==> src/scsi_cfg_pkg.sv <==
/*
  Shared constants and carriers for the adapter configuration and format
  command block: register byte offsets, command codes, status and error
  codes, reset values, timing counts and the format request carriers.
  Assumes a single 20 MHz adapter clock.
*/
`default_nettype none

package scsi_cfg_pkg;

  // ----------------------------------------------------------------------
  // timing
  // ----------------------------------------------------------------------
  localparam int unsigned CLK_HZ = 20_000_000;
  localparam int unsigned TMO_UNIT_S = 1;
  localparam int unsigned SEC_CYCLES = TMO_UNIT_S * CLK_HZ;
  localparam int unsigned PRESC_W = 25;

  // ----------------------------------------------------------------------
  // register byte offsets
  // ----------------------------------------------------------------------
  localparam logic [7:0] OFF_CMD = 8'h00;
  localparam logic [7:0] OFF_ARG = 8'h04;
  localparam logic [7:0] OFF_FMT_MOD = 8'h08;
  localparam logic [7:0] OFF_FMT_ADDR = 8'h0C;
  localparam logic [7:0] OFF_FMT_COUNT = 8'h10;
  localparam logic [7:0] OFF_RESULT = 8'h14;
  localparam logic [7:0] OFF_IRQ_STAT = 8'h18;
  localparam logic [7:0] OFF_IRQ_MASK = 8'h1C;
  localparam logic [7:0] OFF_PACE = 8'h20;
  localparam logic [7:0] OFF_INQ_SRC = 8'h24;
  localparam logic [7:0] OFF_INQ_HDR0 = 8'h28;
  localparam logic [7:0] OFF_INQ_HDR1 = 8'h2C;

  // ----------------------------------------------------------------------
  // field positions
  // ----------------------------------------------------------------------
  localparam int CMD_DEV_LSB = 8;
  localparam int MOD_DEFECT_BIT = 0;
  localparam int MOD_REPLACE_BIT = 1;
  localparam int MOD_BACKGROUND_BIT = 2;
  localparam int MOD_ILV_LSB = 16;
  localparam int PACE_RATE_LSB = 8;
  localparam int ARG_RATE_LSB = 13;
  localparam int RES_STATUS_LSB = 8;
  localparam int RES_DEV_LSB = 12;
  localparam int IRQ_DONE_BIT = 0;
  localparam int IRQ_ERR_BIT = 1;
  localparam int IRQ_TMO_BIT = 2;
  localparam int IRQ_W = 3;
  localparam int TMO_W = 13;
  localparam int NDEV = 15;

  // ----------------------------------------------------------------------
  // command codes and values
  // ----------------------------------------------------------------------
  localparam logic [7:0] OP_PACING = 8'h0D;
  localparam logic [7:0] OP_FEATURE = 8'h0C;
  localparam logic [7:0] OP_FMT_PREP = 8'h17;
  localparam logic [7:0] OP_FMT_UNIT = 8'h16;
  localparam logic [3:0] ADAPTER_DEV = 4'hF;
  localparam logic [15:0] PREP_KEY = 16'h55AA;
  localparam logic [6:0] PACE_MIN = 7'h19;
  localparam logic [6:0] PACE_FULL = 7'h64;
  localparam logic [7:0] PACE_ACC_FULL = 8'h64;
  localparam logic [12:0] TMO_DEFAULT = 13'h002D;
  localparam logic [2:0] RATE_DEFAULT = 3'h0;
  localparam logic [7:0] INQ_FIXED_LEN = 8'h04;

  localparam logic [3:0] ST_SUCCESS = 4'h1;
  localparam logic [3:0] ST_IMM_DONE = 4'hA;
  localparam logic [3:0] ST_FAILED = 4'hC;
  localparam logic [3:0] ST_CMD_ERROR = 4'hE;
  localparam logic [7:0] ERR_NONE = 8'h00;
  localparam logic [7:0] ERR_BAD_PARAM = 8'h01;
  localparam logic [7:0] ERR_UNSUPPORTED = 8'h03;
  localparam logic [7:0] ERR_FMT_SEQ = 8'h07;
  localparam logic [7:0] ERR_BAD_DEV = 8'h13;

  localparam logic [1:0] RESP_OKAY = 2'h0;
  localparam logic [1:0] RESP_SLVERR = 2'h2;

  // ----------------------------------------------------------------------
  // carriers
  // ----------------------------------------------------------------------
  typedef struct packed {
    logic start;
    logic [3:0] dev;
    logic [15:0] interleave;
    logic list_fetch;
    logic [31:0] list_addr;
    logic [31:0] list_len;
    logic replace_defect_list;
    logic background_format_flag;
  } fmt_req_t;

  typedef struct packed {
    logic valid;
    logic [3:0] dev;
  } cache_flush_t;

endpackage : scsi_cfg_pkg

`default_nettype wire

==> src/scsi_cfg_cmd.sv <==
/*
  Adapter configuration and format command interpreter behind an AXI4-Lite
  register slave: pacing, feature control, format interlock, format unit
  dispatch, inquiry header assembly and per-device command time-out.
  Assumes dev_busy comes from logic on the same clock, and that the format
  request and cache flush pulses are consumed by the SCSI side.
*/
// Decided for this implementation: the address map and the AXI4-Lite interface to the registers.
// Notes on behaviour
// - inquiry header bytes, byte four equals N-4
// - pacing goes to device 15, 25 to 100
// - accepted pacing value persists until replaced
// - reset sets pacing to full bandwidth
// - time-out seconds in second word bits 12-0
// - zero time-out limit never expires
// - time-out limit resets to 45 seconds
// - bits 15-13 select maximum synchronous rate
// - adapter-wide feature sets rate and all time-outs
// - per-device feature ignores rate, sets one time-out
// - format needs prepare immediately before, else error
// - format discards the device's cached data
// - interleave 0 default, 1 sequential, forwarded
// - defect list fetched from buffer when supplied
// - only block-format defect list accepted
`timescale 1ns/100ps
`default_nettype none

module scsi_cfg_cmd #(
  parameter int unsigned SEC_CYCLES = scsi_cfg_pkg::SEC_CYCLES
) (
  input wire logic clk,
  input wire logic rst_n,
  input wire logic ce,
  input wire logic [7:0] awaddr,
  input wire logic awvalid,
  output logic awready,
  input wire logic [31:0] wdata,
  input wire logic [3:0] wstrb,
  input wire logic wvalid,
  output logic wready,
  output logic [1:0] bresp,
  output logic bvalid,
  input wire logic bready,
  input wire logic [7:0] araddr,
  input wire logic arvalid,
  output logic arready,
  output logic [31:0] rdata,
  output logic [1:0] rresp,
  output logic rvalid,
  input wire logic rready,
  output logic irq,
  input wire logic [14:0] dev_busy,
  output logic [14:0] cmd_expire,
  output logic [6:0] pace_pct,
  output logic dma_slot_en,
  output logic [2:0] rate_sel,
  output scsi_cfg_pkg::fmt_req_t fmt_req,
  output scsi_cfg_pkg::cache_flush_t cache_flush
);

  // prescaler is PRESC_W bits wide, so larger periods cannot be counted
  if (SEC_CYCLES < 1 || SEC_CYCLES >= (1 << scsi_cfg_pkg::PRESC_W))
  begin : g_bad_sec_cycles
    $error("SEC_CYCLES out of range");
  end

  // --------------------------------------------------------------------
  // state
  // --------------------------------------------------------------------
  typedef struct packed {
    logic aw_held;
    logic [7:0] aw_addr;
    logic w_held;
    logic [31:0] w_data;
    logic [3:0] w_strb;
    logic bvalid;
    logic rvalid;
    logic [31:0] rdata;
    logic [1:0] rresp;
    logic [11:0] cmd;
    logic [15:0] arg;
    logic [31:0] fmt_mod;
    logic [31:0] fmt_addr;
    logic [31:0] fmt_count;
    logic [3:0] res_dev;
    logic [3:0] res_status;
    logic [7:0] res_err;
    logic [2:0] irq_stat;
    logic [2:0] irq_mask;
    logic [6:0] pace;
    logic [7:0] pace_acc;
    logic dma_slot;
    logic [2:0] rate;
    logic armed;
    logic [3:0] prep_dev;
    logic [31:0] inq_src;
    logic [14:0][12:0] lim;
    logic [14:0][12:0] cnt;
    logic [24:0] presc;
    logic [14:0] expire;
    scsi_cfg_pkg::fmt_req_t fmt;
    scsi_cfg_pkg::cache_flush_t flush;
  } state_t;

  function automatic state_t reset_state();
    state_t r;
    r = '0;
    r.pace = scsi_cfg_pkg::PACE_FULL;
    r.rate = scsi_cfg_pkg::RATE_DEFAULT;
    for (int i = 0; i < scsi_cfg_pkg::NDEV; i++)
      r.lim[i] = scsi_cfg_pkg::TMO_DEFAULT;
    return r;
  endfunction : reset_state

  localparam state_t RST_STATE = reset_state();

  function automatic logic [31:0] merge(input logic [31:0] old, input logic [31:0] d, input logic [3:0] st);
    logic [31:0] m;
    m = old;
    for (int b = 0; b < 4; b++)
      if (st[b])
        m[b*8 +: 8] = d[b*8 +: 8];
    return m;
  endfunction : merge

  state_t s_reg;
  state_t s_next;
  logic wr_do;
  logic exec;
  logic exec_ok;
  logic tick;
  logic [7:0] op;
  logic [3:0] cdev;
  logic [31:0] wd;
  logic [31:0] rd_val;
  logic rd_hit;
  logic [2:0] ev;
  logic [7:0] inq_len;
  logic [14:0] zero_lim;

  // --------------------------------------------------------------------
  // next state
  // --------------------------------------------------------------------
  always_comb
  begin
    s_next = s_reg;
    s_next.fmt.start = 1'b0;
    s_next.flush.valid = 1'b0;
    s_next.expire = '0;
    ev = '0;
    wd = merge(32'h0000_0000, s_reg.w_data, s_reg.w_strb);
    op = wd[7:0];
    cdev = wd[scsi_cfg_pkg::CMD_DEV_LSB +: 4];
    inq_len = s_reg.inq_src[31:24] - scsi_cfg_pkg::INQ_FIXED_LEN;
    wr_do = s_reg.aw_held && s_reg.w_held && !s_reg.bvalid;
    exec = wr_do && ({s_reg.aw_addr[7:2], 2'b00} == scsi_cfg_pkg::OFF_CMD);
    exec_ok = 1'b0;
    tick = (s_reg.presc == 25'(SEC_CYCLES - 1));
    zero_lim = '0;
    // bus write side: address and data taken in either order
    if (awvalid && !s_reg.aw_held)
    begin
      s_next.aw_held = 1'b1;
      s_next.aw_addr = awaddr;
    end
    if (wvalid && !s_reg.w_held)
    begin
      s_next.w_held = 1'b1;
      s_next.w_data = wdata;
      s_next.w_strb = wstrb;
    end
    if (s_reg.bvalid && bready)
      s_next.bvalid = 1'b0;
    if (wr_do)
    begin
      s_next.aw_held = 1'b0;
      s_next.w_held = 1'b0;
      s_next.bvalid = 1'b1;
      unique case ({s_reg.aw_addr[7:2], 2'b00})
        scsi_cfg_pkg::OFF_ARG: s_next.arg = 16'(merge({16'h0000, s_reg.arg}, s_reg.w_data, s_reg.w_strb));
        scsi_cfg_pkg::OFF_FMT_MOD: s_next.fmt_mod = merge(s_reg.fmt_mod, s_reg.w_data, s_reg.w_strb);
        scsi_cfg_pkg::OFF_FMT_ADDR: s_next.fmt_addr = merge(s_reg.fmt_addr, s_reg.w_data, s_reg.w_strb);
        scsi_cfg_pkg::OFF_FMT_COUNT: s_next.fmt_count = merge(s_reg.fmt_count, s_reg.w_data, s_reg.w_strb);
        scsi_cfg_pkg::OFF_IRQ_MASK: s_next.irq_mask = 3'(merge({29'h0, s_reg.irq_mask}, s_reg.w_data, s_reg.w_strb));
        scsi_cfg_pkg::OFF_INQ_SRC: s_next.inq_src = merge(s_reg.inq_src, s_reg.w_data, s_reg.w_strb);
        default: ;
      endcase
    end
    // command execution on every write to the command register
    if (exec)
    begin
      s_next.cmd = wd[11:0];
      s_next.res_dev = cdev;
      s_next.res_status = scsi_cfg_pkg::ST_IMM_DONE;
      s_next.res_err = scsi_cfg_pkg::ERR_NONE;
      s_next.armed = 1'b0;
      unique case (op)
        scsi_cfg_pkg::OP_PACING:
        begin
          if (cdev != scsi_cfg_pkg::ADAPTER_DEV)
          begin
            s_next.res_status = scsi_cfg_pkg::ST_CMD_ERROR;
            s_next.res_err = scsi_cfg_pkg::ERR_BAD_DEV;
          end
          else if (s_reg.arg[7:0] < {1'b0, scsi_cfg_pkg::PACE_MIN} || s_reg.arg[7:0] > {1'b0, scsi_cfg_pkg::PACE_FULL})
          begin
            s_next.res_status = scsi_cfg_pkg::ST_CMD_ERROR;
            s_next.res_err = scsi_cfg_pkg::ERR_BAD_PARAM;
          end
          else
            s_next.pace = s_reg.arg[6:0];
        end
        scsi_cfg_pkg::OP_FEATURE:
        begin
          if (cdev == scsi_cfg_pkg::ADAPTER_DEV)
          begin
            s_next.rate = s_reg.arg[scsi_cfg_pkg::ARG_RATE_LSB +: 3];
            for (int i = 0; i < scsi_cfg_pkg::NDEV; i++)
              s_next.lim[i] = s_reg.arg[12:0];
          end
          else
            s_next.lim[cdev] = s_reg.arg[12:0];
        end
        scsi_cfg_pkg::OP_FMT_PREP:
        begin
          if (s_reg.arg == scsi_cfg_pkg::PREP_KEY && cdev != scsi_cfg_pkg::ADAPTER_DEV)
          begin
            s_next.armed = 1'b1;
            s_next.prep_dev = cdev;
          end
          else
          begin
            s_next.res_status = scsi_cfg_pkg::ST_CMD_ERROR;
            s_next.res_err = scsi_cfg_pkg::ERR_BAD_PARAM;
          end
        end
        scsi_cfg_pkg::OP_FMT_UNIT:
        begin
          if (!s_reg.armed || s_reg.prep_dev != cdev)
          begin
            s_next.res_status = scsi_cfg_pkg::ST_FAILED;
            s_next.res_err = scsi_cfg_pkg::ERR_FMT_SEQ;
          end
          // block-format list: header plus whole four-byte descriptors
          else if (s_reg.fmt_mod[scsi_cfg_pkg::MOD_DEFECT_BIT]
                   && (s_reg.fmt_count < 32'h0000_0004 || s_reg.fmt_count[1:0] != 2'h0))
          begin
            s_next.res_status = scsi_cfg_pkg::ST_CMD_ERROR;
            s_next.res_err = scsi_cfg_pkg::ERR_BAD_PARAM;
          end
          else
          begin
            s_next.res_status = scsi_cfg_pkg::ST_SUCCESS;
            s_next.fmt.start = 1'b1;
            s_next.fmt.dev = cdev;
            s_next.fmt.interleave = s_reg.fmt_mod[scsi_cfg_pkg::MOD_ILV_LSB +: 16];
            s_next.fmt.list_fetch = s_reg.fmt_mod[scsi_cfg_pkg::MOD_DEFECT_BIT];
            s_next.fmt.list_addr = s_reg.fmt_addr;
            s_next.fmt.list_len = s_reg.fmt_count;
            s_next.fmt.replace_defect_list = s_reg.fmt_mod[scsi_cfg_pkg::MOD_REPLACE_BIT];
            s_next.fmt.background_format_flag = s_reg.fmt_mod[scsi_cfg_pkg::MOD_BACKGROUND_BIT];
            s_next.flush.valid = 1'b1;
            s_next.flush.dev = cdev;
          end
        end
        default:
        begin
          s_next.res_status = scsi_cfg_pkg::ST_CMD_ERROR;
          s_next.res_err = scsi_cfg_pkg::ERR_UNSUPPORTED;
        end
      endcase
      exec_ok = (s_next.res_err == scsi_cfg_pkg::ERR_NONE);
      ev[scsi_cfg_pkg::IRQ_DONE_BIT] = exec_ok;
      ev[scsi_cfg_pkg::IRQ_ERR_BIT] = !exec_ok;
    end
    // seconds prescaler and per-device command timers
    s_next.presc = tick ? 25'h0 : s_reg.presc + 25'h1;
    for (int i = 0; i < scsi_cfg_pkg::NDEV; i++)
    begin
      zero_lim[i] = (s_reg.lim[i] == 13'h0000);
      if (!dev_busy[i])
        s_next.cnt[i] = 13'h0000;
      // saturating at the limit keeps one expiry per command
      else if (tick && !zero_lim[i] && s_reg.cnt[i] < s_reg.lim[i])
      begin
        s_next.cnt[i] = s_reg.cnt[i] + 13'h0001;
        s_next.expire[i] = (s_reg.cnt[i] + 13'h0001 == s_reg.lim[i]);
      end
    end
    ev[scsi_cfg_pkg::IRQ_TMO_BIT] = |s_next.expire;
    // sticky status, write one to clear, a new event wins
    if (wr_do && {s_reg.aw_addr[7:2], 2'b00} == scsi_cfg_pkg::OFF_IRQ_STAT)
      s_next.irq_stat = s_reg.irq_stat & ~wd[2:0];
    s_next.irq_stat = s_next.irq_stat | ev;
    // pacing: credit accumulator grants pace percent of cycles
    if (s_reg.pace_acc + {1'b0, s_reg.pace} >= scsi_cfg_pkg::PACE_ACC_FULL)
    begin
      s_next.pace_acc = s_reg.pace_acc + {1'b0, s_reg.pace} - scsi_cfg_pkg::PACE_ACC_FULL;
      s_next.dma_slot = 1'b1;
    end
    else
    begin
      s_next.pace_acc = s_reg.pace_acc + {1'b0, s_reg.pace};
      s_next.dma_slot = 1'b0;
    end
    // bus read side
    rd_hit = 1'b1;
    unique case ({araddr[7:2], 2'b00})
      scsi_cfg_pkg::OFF_CMD: rd_val = {20'h00000, s_reg.cmd};
      scsi_cfg_pkg::OFF_ARG: rd_val = {16'h0000, s_reg.arg};
      scsi_cfg_pkg::OFF_FMT_MOD: rd_val = s_reg.fmt_mod;
      scsi_cfg_pkg::OFF_FMT_ADDR: rd_val = s_reg.fmt_addr;
      scsi_cfg_pkg::OFF_FMT_COUNT: rd_val = s_reg.fmt_count;
      scsi_cfg_pkg::OFF_RESULT: rd_val = {16'h0000, s_reg.res_dev, s_reg.res_status, s_reg.res_err};
      scsi_cfg_pkg::OFF_IRQ_STAT: rd_val = {29'h0, s_reg.irq_stat};
      scsi_cfg_pkg::OFF_IRQ_MASK: rd_val = {29'h0, s_reg.irq_mask};
      scsi_cfg_pkg::OFF_PACE: rd_val = {21'h0, s_reg.rate, 1'b0, s_reg.pace};
      scsi_cfg_pkg::OFF_INQ_SRC: rd_val = s_reg.inq_src;
      scsi_cfg_pkg::OFF_INQ_HDR0: rd_val = {8'h00, s_reg.inq_src[23:0]};
      scsi_cfg_pkg::OFF_INQ_HDR1: rd_val = {24'h000000, inq_len};
      default:
      begin
        rd_val = 32'h0000_0000;
        rd_hit = 1'b0;
      end
    endcase
    if (s_reg.rvalid && rready)
      s_next.rvalid = 1'b0;
    if (arvalid && !s_reg.rvalid)
    begin
      s_next.rvalid = 1'b1;
      s_next.rdata = rd_val;
      s_next.rresp = rd_hit ? scsi_cfg_pkg::RESP_OKAY : scsi_cfg_pkg::RESP_SLVERR;
    end
  end

  always_ff @(posedge clk or negedge rst_n)
  begin
    if (!rst_n)
      s_reg <= RST_STATE;
    else if (ce)
      s_reg <= s_next;
  end

  // --------------------------------------------------------------------
  // outputs
  // --------------------------------------------------------------------
  assign awready = ce && !s_reg.aw_held;
  assign wready = ce && !s_reg.w_held;
  assign arready = ce && !s_reg.rvalid;
  assign bvalid = s_reg.bvalid;
  assign bresp = scsi_cfg_pkg::RESP_OKAY;
  assign rvalid = s_reg.rvalid;
  assign rdata = s_reg.rdata;
  assign rresp = s_reg.rresp;
  assign irq = |(s_reg.irq_stat & s_reg.irq_mask);
  assign cmd_expire = s_reg.expire;
  assign pace_pct = s_reg.pace;
  assign dma_slot_en = s_reg.dma_slot;
  assign rate_sel = s_reg.rate;
  assign fmt_req = s_reg.fmt;
  assign cache_flush = s_reg.flush;

  logic pace_seen;
  always_ff @(posedge clk or negedge rst_n)
  begin
    if (!rst_n)
      pace_seen <= 1'b0;
    else if (ce && exec && op == scsi_cfg_pkg::OP_PACING)
      pace_seen <= 1'b1;
  end

  // last executed command was a good prepare, kept apart from the armed flag
  logic prep_good;
  always_ff @(posedge clk or negedge rst_n)
  begin
    if (!rst_n)
      prep_good <= 1'b0;
    else if (ce && exec)
      prep_good <= exec_ok && op == scsi_cfg_pkg::OP_FMT_PREP;
  end
endmodule : scsi_cfg_cmd

`default_nettype wire

==> config.mk <==
export PLATFORM = sky130hd
export DESIGN_NAME = scsi_cfg_cmd
export DESIGN_NICKNAME = d
export VERILOG_FILES = /design/src/scsi_cfg_pkg.sv /design/src/scsi_cfg_cmd.sv
export SDC_FILE = /design/constraint.sdc
export NUM_CORES = 2
export LEC_CHECK = 0
export BUFFER_PORTS_ARGS = -buffer_cell sky130_fd_sc_hd__clkbuf_2
export CORE_ASPECT_RATIO = 0.8
export CORE_MARGIN = 4
export CORE_UTILIZATION = 45
export CTS_CLUSTER_SIZE = 10
export DETAILED_ROUTE_END_ITERATION = 8
export SLEW_MARGIN = 0
export SYNTH_ARGS = -nofsm -noshare
export SYNTH_HDL_FRONTEND = slang
export SYNTH_SLANG_ARGS = --single-unit
==> constraint.sdc <==
create_clock -name clk -period 8.8 [get_ports clk]
set_clock_uncertainty 0.15 [all_clocks]
set_input_delay 0.88 -clock clk [delete_from_list [all_inputs] [get_ports clk]]
set_output_delay 0.88 -clock clk [all_outputs]
set_load 0.01 [all_outputs]
* Word level (Yosys, flattened, before mapping)
Index checks and enable logic that the tools add are counted.
** Word-level totals
- Word-level logic and storage cells :: 422
- Output and inout bits :: 161
- Bits in registers :: 803
- Input port bits :: 75
** Cells by class
- Bitwise logic cells :: 8
- Reductions and logical operators :: 142
- $add $sub $neg :: 19
- Muxes and demuxes :: 95
- Magnitude comparators :: 21
- Equal/unequal tests :: 57
** Operators by type and width (number)
- 13-bit 2-to-1 mux :: 31
- 32-bit one-hot mux with 12 select lines :: 1
- 93-bit 2-to-1 mux :: 4
- 13-bit by 1-bit adder with 13-bit output, second input constant :: 15
- 195-bit bitwise mux :: 1
- 13-bit equality test :: 15
- 13-bit zero test :: 15
- 13-bit less-than comparator :: 15
- 195-bit 2-to-1 mux :: 1
- 4-bit AND reduction :: 21
- 13-bit demux with 4-bit select :: 1
- 12-bit one-hot mux with 4 select lines :: 1
- 2-bit AND reduction :: 23
- 1-bit logical AND :: 45
- 6-bit by 3-bit equality test with 1-bit output, second input constant :: 7
- 1-bit 2-to-1 mux :: 37
- 37-bit 2-to-1 mux :: 1
- 35-bit 2-to-1 mux :: 1
- 11-bit 2-to-1 mux :: 3
- 32-bit by 3-bit less-than comparator with 1-bit output, second input constant :: 1
- 6-bit by 4-bit equality test with 1-bit output, second input constant :: 5
- 2-bit by 1-bit inequality test with 1-bit output, second input constant :: 15
- 25-bit by 1-bit adder with 25-bit output, second input constant :: 1
- 25-bit equality test, second input constant :: 1
- 38 further kinds :: 81

* Depth between registers and ports, before layout
- Depth after elaboration :: 11
- Mapped depth :: 13

* Worst setup path before layout
No wires, ideal clock.
- Path type :: input -> register
- Start :: input port araddr[2]
- End :: register s_reg (netlist bit rdata[6])
- Data required time :: 8517 ps
- Path buffers :: 4
- Stages on the path :: 7
- Setup slack :: 5838 ps
- Arrival :: 2679 ps
- Setup time :: 133 ps
- Cell sequence :: clkbuf_1 > clkbuf_1 > buf_1 > clkbuf_1 > mux4_2 > a222oi_1 > o21ai_0
** Between the ends
- Word-level cells in the longest chain between the ends :: 2
- Elaborated cells between the ends (all ways) :: 13
- Those cells by class :: eq/ne: 11; mux: 1; reduce/logical: 1
** Ends and longest elaborated chain
- start: declaration :: RTL line scsi_cfg_cmd.sv:44 : input wire logic [7:0] araddr,
- 6-bit by 4-bit equality test with 1-bit output, or another cell as far along :: RTL line scsi_cfg_cmd.sv:308 : unique case ({araddr[7:2], 2'b00})
- 32-bit one-hot mux with 12 select lines * :: RTL line scsi_cfg_cmd.sv:308
- end signal: assignment :: RTL line scsi_cfg_cmd.sv:342 : s_reg <= s_next;
- end: declaration :: RTL line scsi_cfg_cmd.sv:126 : state_t s_reg;
Every way passes the cells marked *; elsewhere a longest branch is shown, timed or not.
A chain may end at the register's enable or synchronous reset.

* Final worst setup path
- Start :: input port ce
- End :: output port wready
** Between the ends
- Word-level cells in the longest chain between the ends :: 1
** Ends and longest elaborated chain
- start: declaration :: RTL line scsi_cfg_cmd.sv:33 : input wire logic ce,
- 1-bit logical AND :: RTL line scsi_cfg_cmd.sv:349 : assign wready = ce && !s_reg.w_held;
- end: declaration :: RTL line scsi_cfg_cmd.sv:40 : output logic wready,
No other way between the ends.

==> key figures <==
Timing
  – Worst hold slack: 0.0605 ns
  – Slew HR: 22.9%
  – RSZ-0062 raised after global routing: no
  – Final Setup Violations: 0
  – Achievable Freq: ~0.25 GHz
  – Slew Limit Fails: 0
  – Part of the cycle the worst path needs: between 40% and 50%
  – Hold Vio Cnt, Final: 0
  – Sum of negative setup slack: 0 ns
  – Worst-margin pin slew: ~1.2 ns
  – Final min period: ~4.0 ns

Placement
  – Placed Cells: around 6,000
  – Gp weighted congestion: 0.864
  – Area after DPL: between 40,000 and 50,000 µm²
  – Post-DP HPWL: between 90,000 and 100,000 µm
  – PortBufs: 228

Global routing
  – Total grt overflow: 0
  – Vias in the first global route: between 30,000 and 40,000
  – First-pass GRT wire length: about 210,000 µm
  – GR Util All Layers: about 24%
  – Largest net degree at the start of global routing: between 150 and 200
  – Antenna violations before repair: 12

Clock network
  – CTS sink count: 790
  – CTS tree: yes
  – Later-pin clock latency in the skew report: between 0.6 and 0.7 ns
  – CTS resizes: 0
  – CTS Buf Count: 92
  – Post-CTS setup buffer count: 0
  – Hold-fix buffers at CTS: 0
  – Clock buffer depth: 3
  – Clk slew on worst S/H paths: approximately 0.050 ns
  – Root Buffer: clkbuf_16
  – H-tree depth: 3

Die
  – Core Footprint: roughly 100,000 µm²
  – Die outline height: around 290 µm
  – Die area: 108,000 µm²
  – Initial Util: between 40% and 50%
  – # rows: 104
  – Ports: about 240
  – Die width: 366 µm

Power
  – Sw Pwr: 2.83 mW
  – Reg power frac: 47.9%
  – Logic gate share of total power: 14.4%
  – VDD IR max: between 0.15 and 0.2 mV
  – Pint: between 6 and 7 mW
  – Clk pwr share: about 38%
  – PD cells: roughly 190 nW/µm²
  – Switching Share: between 30 and 40%
  – Pleak: about 23 nW

Detailed routing
  – 1st-iter DRT viols: around 3,600
  – Final ANT Viol Nets: 0
  – DRC: 0
  – Average wire per standard cell: approximately 21 µm
  – Via-to-Cell Ratio: about 5.8
  – Overall routed net length: 132,000 µm
  – Via Count: 36,333
  – First-pass iteration count of the detailed router: 6

Logic synthesis
  – Yosys cell types: between 90 and 100
  – Synth Register Bits: slightly below 800
  – Yosys warning count: 0
  – Mean post-synth cell area: between 9 and 10 µm²
  – Top post-synthesis cells by count: nand2_1, dfrtp_1, o21ai_0
  – Seq/Total Area, Yosys: around 43%
  – EDFF count, synth: 0
  – Synth Flop Type: dfrtp_1
  – Top cell type's share of synthesized area: between 30% and 40%
  – Yosys top cell by area: dfrtp_1
  – Ys async rst share: 100%
  – Top cells by area, synth: dfrtp_1, mux2_2, nand2_1, ha_1, o21ai_0
  – Post-Syn Area: approximately 46,000 µm²
  – Post-Syn Instances: 4,911
  – Most common cell in the netlist: nand2_1

Setup path
  – Worst setup SP type: input pin
  – CP Max Fanout: 43
  – Worst Path Arrival: just under 3 ns
  – Worst EP required: 7.77 ns
  – WS Path Type: in -> out
  – CP Capture Type: primary output

Layout
  – Max FFs per register: 641
  – Non-Filler Instances: approximately 6,300
  – Design Area, Final: approximately 50,000 µm²
  – Area Growth Syn to Fin: 8.35%
  – Fraction of layout cells with a size suffix above 1: between 10% and 20%
  – Final net count: roughly 5,200

Outcome
  – Outcome: finished clean

Hold path
  – Hold Path Class: in -> async

Job
  – Maxcap violations: 0
## power by group through the flow
stage / sequential, mW / clock (mW) / combinational, mW
floorplan: 4.25 / 0 / 0.914
global placement: 4.51 / 0 / 1.31
detailed placement: 4.52 / 0 / 1.34
CTS: 4.45 / 3.61 / 1.34
global route: 4.51 / 3.75 / 1.47
finish: 4.47 / 3.52 / 1.34
## per-stage QoR
stage	total power [mW]	util (%)	setup slack (ns)
floorplan	5.16	-	5.84
global placement	5.82	46.7	4.87
detailed placement	5.85	46.7	4.85
CTS	9.41	49.3	4.85
global route	9.73	49.3	4.72
finish	9.33	49.4	4.83
## cell usage in the layout (no fill, tap or decap), types with 92 or more instances in the layout
cell       instances
o31ai_1          105
clkbuf_2         226
mux2_2           297
dfrtp_1          723
a21oi_1          120
inv_1            254
clkbuf_16         92
o21ai_0          458
nand2_1          752
ha_1             221
nand3_1          158
nor2_1           178
xnor2_1          194
## metal layers
metal,up-vias,wire [µm],GRT usage (%)
met1,17877,64300,37.6
met3,175,9280,4.82
met2,1081,55300,34.9
met5,-,0,0
met4,0,3160,6.30
li1,17200,-,-
## layout make-up
type,instances,area (µm²)
clock buffer,148,2570
fill,9569,51200
clock inverter,9,77.6
sequential,790,19900
multi-input combinational,3473,23200
tap,1325,1660
antenna,4,10.0
inverter,258,968
timing repair buffer,280,1580
## critical path: stages
cell and delay [ns]:
buf_4 0.26, buf_4 0.62, inv_2 0.45, buf_4 0.38, nor2_1 0.14, clkbuf_2 0.14
## worst paths after layout
path / start / end / slack [ns] / cells after the start
min in group clk: wstrb[0] / s_reg[761] / 0.28 / 2
setup / recovery: ce / wready / 4.83 / 6
hold reg to reg: fmt_req[76] / fmt_req[76] / 0.31 / 2
setup reg to reg: s_reg[631] / cache_flush[2] / 4.90 / 7
max in group asynchronous: rst_n / fmt_req[30] / 6.26 / 3
hold / removal: rst_n / s_reg[198] / 0.06 / 1
## logic make-up after synthesis
| kind of cell | Yosys count | synth area share (%) |
|---|---|---|
| xor+xnor | 277 | 5.27 |
| mux | 330 | 8.12 |
| fa+ha+maj | 223 | 6.07 |
| other cells | 1 | 0.00814 |
| buf+inv | 650 | 6.68 |
| compound gates | 1013 | 13.8 |
| flops | 790 | 43.1 |
| simple gates | 1627 | 17.0 |
Note: power is estimated with default switching activity, not from simulation.
